<file path="config.mk">
export PLATFORM = sky130hd
export DESIGN_NAME = option_bit_shadow_loader
export DESIGN_NICKNAME = d
export VERILOG_FILES = /design/src/option_bit_shadow_loader.v /design/src/option_byte_fetch.v
export VERILOG_INCLUDE_DIRS = /design/src /design/src/shared
export SDC_FILE = /design/constraint.sdc
export NUM_CORES = 1
export LEC_CHECK = 0
export ABC_AREA = 0
export BUFFER_PORTS_ARGS = -buffer_cell sky130_fd_sc_hd__buf_2
export CAP_MARGIN = 20
export CORE_MARGIN = 2
export CORE_UTILIZATION = 56
export CTS_BUF_LIST = sky130_fd_sc_hd__clkbuf_4 sky130_fd_sc_hd__clkbuf_8
export DETAILED_ROUTE_END_ITERATION = 16
export MAX_ROUTING_LAYER = met4
export PLACE_DENSITY = 0.86
export SYNTH_ARGS = -nofsm -noshare
export SYNTH_HDL_FRONTEND = slang
export SYNTH_SLANG_ARGS = --single-unit
</file>
<file path="constraint.sdc">
create_clock -name clk_sys -period 4.37 [get_ports clk_sys]
set_clock_uncertainty 0.05 [all_clocks]
set_input_delay 0.6555 -clock clk_sys [delete_from_list [all_inputs] [get_ports clk_sys]]
set_output_delay 0.6555 -clock clk_sys [all_outputs]
set_load 0.1 [all_outputs]
</file>
<file path="src/shared/option_loader_map.vh">
// Register addresses, flash locations, field positions and timing counts of the option loader
`ifndef OPTION_LOADER_MAP_VH
`define OPTION_LOADER_MAP_VH

`define CFG_LOW_COPY_ADDR 12'h0D0E
`define CFG_HIGH_COPY_ADDR 12'h0D0F
`define GUARD_STATUS_ADDR 12'h0D0D

`define CFG_LOW_FLASH_ADDR 8'hFE
`define CFG_HIGH_FLASH_ADDR 8'hFF

`define LOW_WATCHDOG_BIT 7
`define HIGH_WIDE_STACK_BIT 3
`define HIGH_CLK_HALF_BIT 2
`define HIGH_LOWER_GUARD_BIT 1
`define HIGH_MAIN_GUARD_BIT 0
`define STOP_REC_LONG_BIT 5
`define STOP_REC_DIV_BIT 0

`define CFG_PRESET_VAL 8'hFF
`define HIGH_RSVD_VAL 4'hF

`define FLASH_READ_CYCLES 4'h2

`endif

</file>
<file path="src/option_bit_shadow_loader.v">
// Option byte shadow loader: copies configuration bytes from flash into shadow flip-flops at the end of a power-on or long stop recovery reset
`timescale 1ns/1ps
`include "option_loader_map.vh"

module option_bit_shadow_loader (
  // Clock and reset
  input wire clk_sys,
  input wire reset,
  // Reset sequencer
  input wire por_reset,
  input wire stop_recovery_reset,
  input wire [7:0] stop_recovery_control,
  input wire reset_tail,
  output reg load_done_ff,
  // Flash information block
  output reg [7:0] info_addr_ff,
  output reg info_rd_ff,
  input wire [7:0] info_data,
  // CPU register file
  input wire [11:0] reg_addr,
  input wire reg_wr,
  input wire reg_rd,
  input wire [7:0] reg_wdata,
  output reg [7:0] reg_rdata_ff,
  output reg reg_hit_ff,
  // Configuration outputs
  output reg watchdog_policy_select_ff,
  output reg port4_pullup_n_ff,
  output reg port3_pullup_n_ff,
  output reg port2_pullup_n_ff,
  output reg port1_upper_pullup_n_ff,
  output reg port1_lower_pullup_n_ff,
  output reg port0_upper_pullup_n_ff,
  output reg port0_lower_pullup_n_ff,
  output reg wide_stack_select_ff,
  output reg clock_halving_select_ff,
  output reg lower_half_guard_ff,
  output reg main_array_guard_ff,
  output reg sys_clk_half_ff
);

  localparam ST_IDLE = 2'd0;
  localparam ST_LOW = 2'd1;
  localparam ST_HIGH = 2'd2;
  localparam ST_DONE = 2'd3;

  reg [1:0] state_ff;
  reg [1:0] nxt_state;
  reg [7:0] user_config_byte_low_copy_ff;
  reg [3:0] high_copy_ff;
  reg [1:0] guard_ff;
  reg por_seen_ff;
  reg load_req_ff;
  reg fetch_start;
  reg [7:0] fetch_addr;
  wire fetch_done;
  wire [7:0] fetch_data;
  wire [7:0] fetch_info_addr;
  wire fetch_info_rd;

  function hit;
    input [11:0] a;
    input [11:0] b;
    begin
      hit = (a == b);
    end
  endfunction

  option_byte_fetch u_fetch (
    .clk_sys(clk_sys),
    .reset(reset),
    .start(fetch_start),
    .addr(fetch_addr),
    .info_addr_ff(fetch_info_addr),
    .info_rd_ff(fetch_info_rd),
    .info_data(info_data),
    .done_ff(fetch_done),
    .data_ff(fetch_data)
  );

  // Remember which reset kind asks for a reload
  always @(posedge clk_sys or posedge reset) begin
    if (reset) begin
      load_req_ff <= 1'b0;
      por_seen_ff <= 1'b0;
    end else begin
      if (por_reset || (stop_recovery_reset && stop_recovery_control[`STOP_REC_LONG_BIT])) begin
        load_req_ff <= 1'b1;
        por_seen_ff <= por_reset;
      end else if (state_ff == ST_DONE) begin
        load_req_ff <= 1'b0;
        por_seen_ff <= 1'b0;
      end
    end
  end

  always @* begin
    nxt_state = state_ff;
    fetch_start = 1'b0;
    fetch_addr = `CFG_LOW_FLASH_ADDR;
    case (state_ff)
      ST_IDLE: begin
        if (load_req_ff && reset_tail) begin
          fetch_start = 1'b1;
          nxt_state = ST_LOW;
        end
      end
      ST_LOW: begin
        if (fetch_done) begin
          fetch_start = 1'b1;
          fetch_addr = `CFG_HIGH_FLASH_ADDR;
          nxt_state = ST_HIGH;
        end
      end
      ST_HIGH: begin
        if (fetch_done) begin
          nxt_state = ST_DONE;
        end
      end
      ST_DONE: begin
        nxt_state = ST_IDLE;
      end
      default: begin
        nxt_state = ST_IDLE;
      end
    endcase
  end

  always @(posedge clk_sys or posedge reset) begin
    if (reset) begin
      state_ff <= ST_IDLE;
      // Preset before the flash copy; erased value gives safe defaults
      user_config_byte_low_copy_ff <= `CFG_PRESET_VAL;
      high_copy_ff <= `HIGH_RSVD_VAL;
      load_done_ff <= 1'b0;
    end else begin
      state_ff <= nxt_state;
      if (state_ff == ST_DONE) begin
        load_done_ff <= 1'b1;
      end
      if (state_ff == ST_LOW && fetch_done) begin
        user_config_byte_low_copy_ff <= fetch_data;
      end else if (reg_wr && hit(reg_addr, `CFG_LOW_COPY_ADDR)) begin
        user_config_byte_low_copy_ff <= reg_wdata;
      end
      if (state_ff == ST_HIGH && fetch_done) begin
        high_copy_ff <= fetch_data[3:0];
      end else if (reg_wr && hit(reg_addr, `CFG_HIGH_COPY_ADDR)) begin
        // Guard bits keep their sampled value
        high_copy_ff[3:2] <= reg_wdata[3:2];
      end
    end
  end

  // Guards have no reset, so a stop recovery reset cannot drop protection
  always @(posedge clk_sys) begin
    if (state_ff == ST_HIGH && fetch_done && por_seen_ff) begin
      guard_ff <= fetch_data[1:0];
    end
  end

  // Register file reads
  always @(posedge clk_sys or posedge reset) begin
    if (reset) begin
      reg_rdata_ff <= 8'h00;
      reg_hit_ff <= 1'b0;
    end else begin
      reg_hit_ff <= 1'b0;
      reg_rdata_ff <= 8'h00;
      if (reg_rd) begin
        if (hit(reg_addr, `CFG_LOW_COPY_ADDR)) begin
          reg_rdata_ff <= user_config_byte_low_copy_ff;
          reg_hit_ff <= 1'b1;
        end else if (hit(reg_addr, `CFG_HIGH_COPY_ADDR)) begin
          reg_rdata_ff <= {`HIGH_RSVD_VAL, high_copy_ff[3:2], guard_ff};
          reg_hit_ff <= 1'b1;
        end else if (hit(reg_addr, `GUARD_STATUS_ADDR)) begin
          reg_rdata_ff <= {6'h00, guard_ff};
          reg_hit_ff <= 1'b1;
        end
      end
    end
  end

  // Registered configuration outputs
  always @(posedge clk_sys or posedge reset) begin
    if (reset) begin
      info_addr_ff <= 8'h00;
      info_rd_ff <= 1'b0;
      watchdog_policy_select_ff <= 1'b1;
      {port4_pullup_n_ff, port3_pullup_n_ff, port2_pullup_n_ff} <= 3'h7;
      {port1_upper_pullup_n_ff, port1_lower_pullup_n_ff} <= 2'h3;
      {port0_upper_pullup_n_ff, port0_lower_pullup_n_ff} <= 2'h3;
      wide_stack_select_ff <= 1'b1;
      clock_halving_select_ff <= 1'b1;
      lower_half_guard_ff <= 1'b0;
      main_array_guard_ff <= 1'b0;
      sys_clk_half_ff <= 1'b0;
    end else begin
      info_addr_ff <= fetch_info_addr;
      info_rd_ff <= fetch_info_rd;
      watchdog_policy_select_ff <= user_config_byte_low_copy_ff[`LOW_WATCHDOG_BIT];
      port4_pullup_n_ff <= user_config_byte_low_copy_ff[6];
      port3_pullup_n_ff <= user_config_byte_low_copy_ff[5];
      port2_pullup_n_ff <= user_config_byte_low_copy_ff[4];
      port1_upper_pullup_n_ff <= user_config_byte_low_copy_ff[3];
      port1_lower_pullup_n_ff <= user_config_byte_low_copy_ff[2];
      port0_upper_pullup_n_ff <= user_config_byte_low_copy_ff[1];
      port0_lower_pullup_n_ff <= user_config_byte_low_copy_ff[0];
      wide_stack_select_ff <= high_copy_ff[`HIGH_WIDE_STACK_BIT];
      clock_halving_select_ff <= high_copy_ff[`HIGH_CLK_HALF_BIT];
      lower_half_guard_ff <= guard_ff[`HIGH_LOWER_GUARD_BIT];
      main_array_guard_ff <= guard_ff[`HIGH_MAIN_GUARD_BIT];
      sys_clk_half_ff <= high_copy_ff[`HIGH_CLK_HALF_BIT] &
                         ~stop_recovery_control[`STOP_REC_DIV_BIT];
    end
  end

endmodule

</file>
<file path="src/option_byte_fetch.v">
// Reads one information-block byte with a fixed read latency
`timescale 1ns/1ps
`include "option_loader_map.vh"

module option_byte_fetch (
  // Clock and reset
  input wire clk_sys,
  input wire reset,
  // Request
  input wire start,
  input wire [7:0] addr,
  // Flash information block
  output reg [7:0] info_addr_ff,
  output reg info_rd_ff,
  input wire [7:0] info_data,
  // Result
  output reg done_ff,
  output reg [7:0] data_ff
);

  reg [3:0] wait_ff;
  reg busy_ff;

  always @(posedge clk_sys or posedge reset) begin
    if (reset) begin
      info_addr_ff <= 8'h00;
      info_rd_ff <= 1'b0;
      done_ff <= 1'b0;
      data_ff <= 8'h00;
      wait_ff <= 4'h0;
      busy_ff <= 1'b0;
    end else begin
      done_ff <= 1'b0;
      if (start && !busy_ff) begin
        info_addr_ff <= addr;
        info_rd_ff <= 1'b1;
        busy_ff <= 1'b1;
        wait_ff <= `FLASH_READ_CYCLES;
      end else if (busy_ff) begin
        if (wait_ff == 4'h0) begin
          data_ff <= info_data;
          done_ff <= 1'b1;
          busy_ff <= 1'b0;
          info_rd_ff <= 1'b0;
        end else begin
          wait_ff <= wait_ff - 4'h1;
        end
      end
    end
  end

endmodule

</file>
==> impl_results.md <==
* Outcome: completed
* Reg clk slew, reported paths at 0.07 ns
* Cell Pwr Density at 761 nW/um2
* DRT antenna net count at 0
* Post-Syn Nets at 235
* CP Capture Type: register
* Multi-input gate area at 786 um2
* CTS H-Tree Depth at 3
* Routed WL per cell at 15.0 um
* Iteration-0 DRC Markers at 116
* Post-CTS setup buffers at 0
* Worst path cell trace: inv_1, ha_1, or3b_2, nor2_2, mux2_2
* First-pass DRT Iterations at 4
* Busiest layer in global routing: met2
* Placeable Area at 4060 um2
* Max-cap violations at 0
* Most common cell in the netlist: dfrtp_1
* Initial core utilization at 59.2%
* Critical path required time at 4.53 ns
* Final net count at 305
* Setup CP Type: reg2reg
* Worst r2r dst: u_fetch.data_ff[4]$_DFFE_PP0P_
* Sequential area share after synthesis at 62.9%
* Top post-synthesis cells by count: dfrtp_1, nor2_1, dfstp_2
* Met2 Use GR at 35.1%
* Synth area leaders: dfrtp_1, dfstp_2, mux2_2
* Total negative slack at 0 ns
* Actual slew at the worst max-slew pin at 0.677 ns
* Startpoint types: register
* Layout area overhead at 21.8%
* I/O pins at 75
* GRT Total Usage at 21.7%
* Syn Area/Cell at 12.8 um2
* Fraction of registers with async set/reset at 96.6%
* Max-Slew Margin vs Limit at 54.8%
* Worst R2R Start: u_fetch.wait_ff[0]$_DFFE_PP0P_
* Warning count from the yosys run at 0
* Worst path slowest cell: or3b_2
* Clock Latency Late Sink at 0.33 ns
* Syn Inst Count at 187
* Share of cells above drive strength 1 at 51.9%
* Top cell type's share of synthesized area at 38.5%
* Total congestion overflow at 0
* Global Route met3 Usage at 6.10%
* Die Y at 69.5 um
* Final Setup Violations at 0
* Root Buffer: clkbuf_8
* Clock sinks at 59
* Max Clk Rate at 467 MHz
* Peak supply drop at 0.389 mV
* Detailed placement HPWL at 3.24 mm
* Initial antenna violation count at 0
* PortBufs at 68
* Min-Delay Path Class: reg2reg
* Max-slew violations at 0
* Post-synth EDFFs at 2
* Residual DRC at 0
* Drt total wl at 4.68 mm
* RSZ-0062 raised after global routing: no
* Minimum clock period at 2.14 ns
* Ys flop type: dfrtp_1
* Met1 usage at 24.5%
* Fillers at 274
* CTS buffer count at 9
* Hold Path Depth at 0
* Worst reg2reg path depth at 5
* Number of global-route vias before repair at 1670
* Hold_sp: u_fetch.info_addr_ff[6]$_DFFE_PP0P_
* Die Span X at 69.5 um
* Buf/Inv on CP at 1
* Post-synthesis cell type count at 34
* Final worst-path cycle share at 49.0%
* Hold_buf cts at 0
* FP Rows at 23
* Worst path max stage delay at 0.50 ns
* Flops & latches, synth at 59
* Post-CTS Resized at 0
* Largest net degree at the start of global routing at 58
* First-pass GRT wire length at 7.74 mm
* Register area at 1510 um2
* GP Congestion at 0.748
* Leakage at 1.44 nW
* Cell area after synthesis at 2400 um2
* Post-DR vias/cell at 5.20
* WP data arrival at 2.30 ns
* Crit Path Max Fanout at 10
* Max Buffers Root-to-Sink at 2
* Largest area contributor in the netlist: dfrtp_1
* Ant diodes at 0
* Vias at 1621
* Reg2Reg Setup Slack at 2.23 ns
* Final hold viol count at 0
* Final Hold Slack at 0.318 ns
* Hold endpoint: info_addr_ff[6]$_DFF_PP0_
* TritonCTS clock tree: built
* Die ar. at 4830 um2
* Top delay family on crit path: simple AND/OR/NAND/NOR gates
## stage by stage
step                      worst slack [ns]  power (mW)  cell area, um2  util (%)  cells
after global routing                  2.10        2.34            2930      72.1    312
after detailed placement              2.06        1.75            2730      67.4    296
after global placement                2.07        1.71            2730      67.4    296
final                                 2.23        2.23            2930      72.1    312
after floorplan                       2.16        1.60            2400         -    187
after CTS                             2.20        2.24            2930      72.1    312
## how the worst max path moves through the flow
stage                                         from                                          end  slack [ns]  cells past startpoint
floorplan                              reg_addr[5]  user_config_byte_low_copy_ff[0]$_DFFE_PP1P_        2.16                      6
global placement                       reg_addr[0]  user_config_byte_low_copy_ff[5]$_DFFE_PP1P_        2.07                      5
detailed placement                     reg_addr[0]  user_config_byte_low_copy_ff[4]$_DFFE_PP1P_        2.06                      5
CTS                 u_fetch.wait_ff[0]$_DFFE_PP0P_               u_fetch.data_ff[4]$_DFFE_PP0P_        2.20                      5
global route        u_fetch.wait_ff[0]$_DFFE_PP0P_               u_fetch.data_ff[4]$_DFFE_PP0P_        2.10                      5
finish              u_fetch.wait_ff[0]$_DFFE_PP0P_               u_fetch.data_ff[4]$_DFFE_PP0P_        2.23                      5
## flip-flops by register name, summed over array words and instances (netlist names), 2 cells and up
| name | flops |
|---|---|
| guard_ff | 2 |
| high_copy_ff | 2 |
| info_addr_ff | 2 |
| reg_rdata_ff | 8 |
| state_ff | 2 |
| u_fetch.data_ff | 8 |
| u_fetch.info_addr_ff | 2 |
| u_fetch.wait_ff | 4 |
| user_config_byte_low_copy_ff | 8 |
## cell usage in the layout, fill, tap and decap left out, types with 5 or more instances in the layout
cell	instances
buf_2	68
nand3_1	6
ha_1	5
nand2_1	9
mux2i_1	10
a21oi_2	8
nor2_1	25
dfrtp_1	37
inv_1	6
clkinv_2	5
clkbuf_8	10
dfstp_2	20
mux2_2	13
## layer usage
metal  vias up  share of wire (%)
met1       779                 39
met2        58                 53
li1        773                  -
met5         -                  0
met3        11                6.0
met4         0                2.2
## report_power, final
part | internal (mW) | leakage, nW | switching, mW
combinational | 0.229 | 0.658 | 0.604
sequential | 0.793 | 0.679 | 0.121
clock | 0.273 | 0.106 | 0.207
## cell type report
| cell class | count | area share [%] |
|---|---|---|
| inverter | 7 | 0.898 |
| timing repair buffer | 69 | 11.9 |
| multi-input combinational | 111 | 26.8 |
| clock buffer | 10 | 4.70 |
| sequential | 59 | 51.6 |
| clock inverter | 6 | 1.88 |
| tap | 50 | 2.14 |
## logic make-up after synthesis
group	after synthesis	share of synthesized area [%]
adder cells (fa/ha/maj)	5	2.60
AO/OA/AOI/OAI	23	7.19
flip-flops	59	62.9
buffers and inverters	17	4.37
multiplexers	23	10.3
XOR/XNOR	2	0.729
AND/OR/NAND/NOR	58	11.9
(Power assumes the default switching activity.)
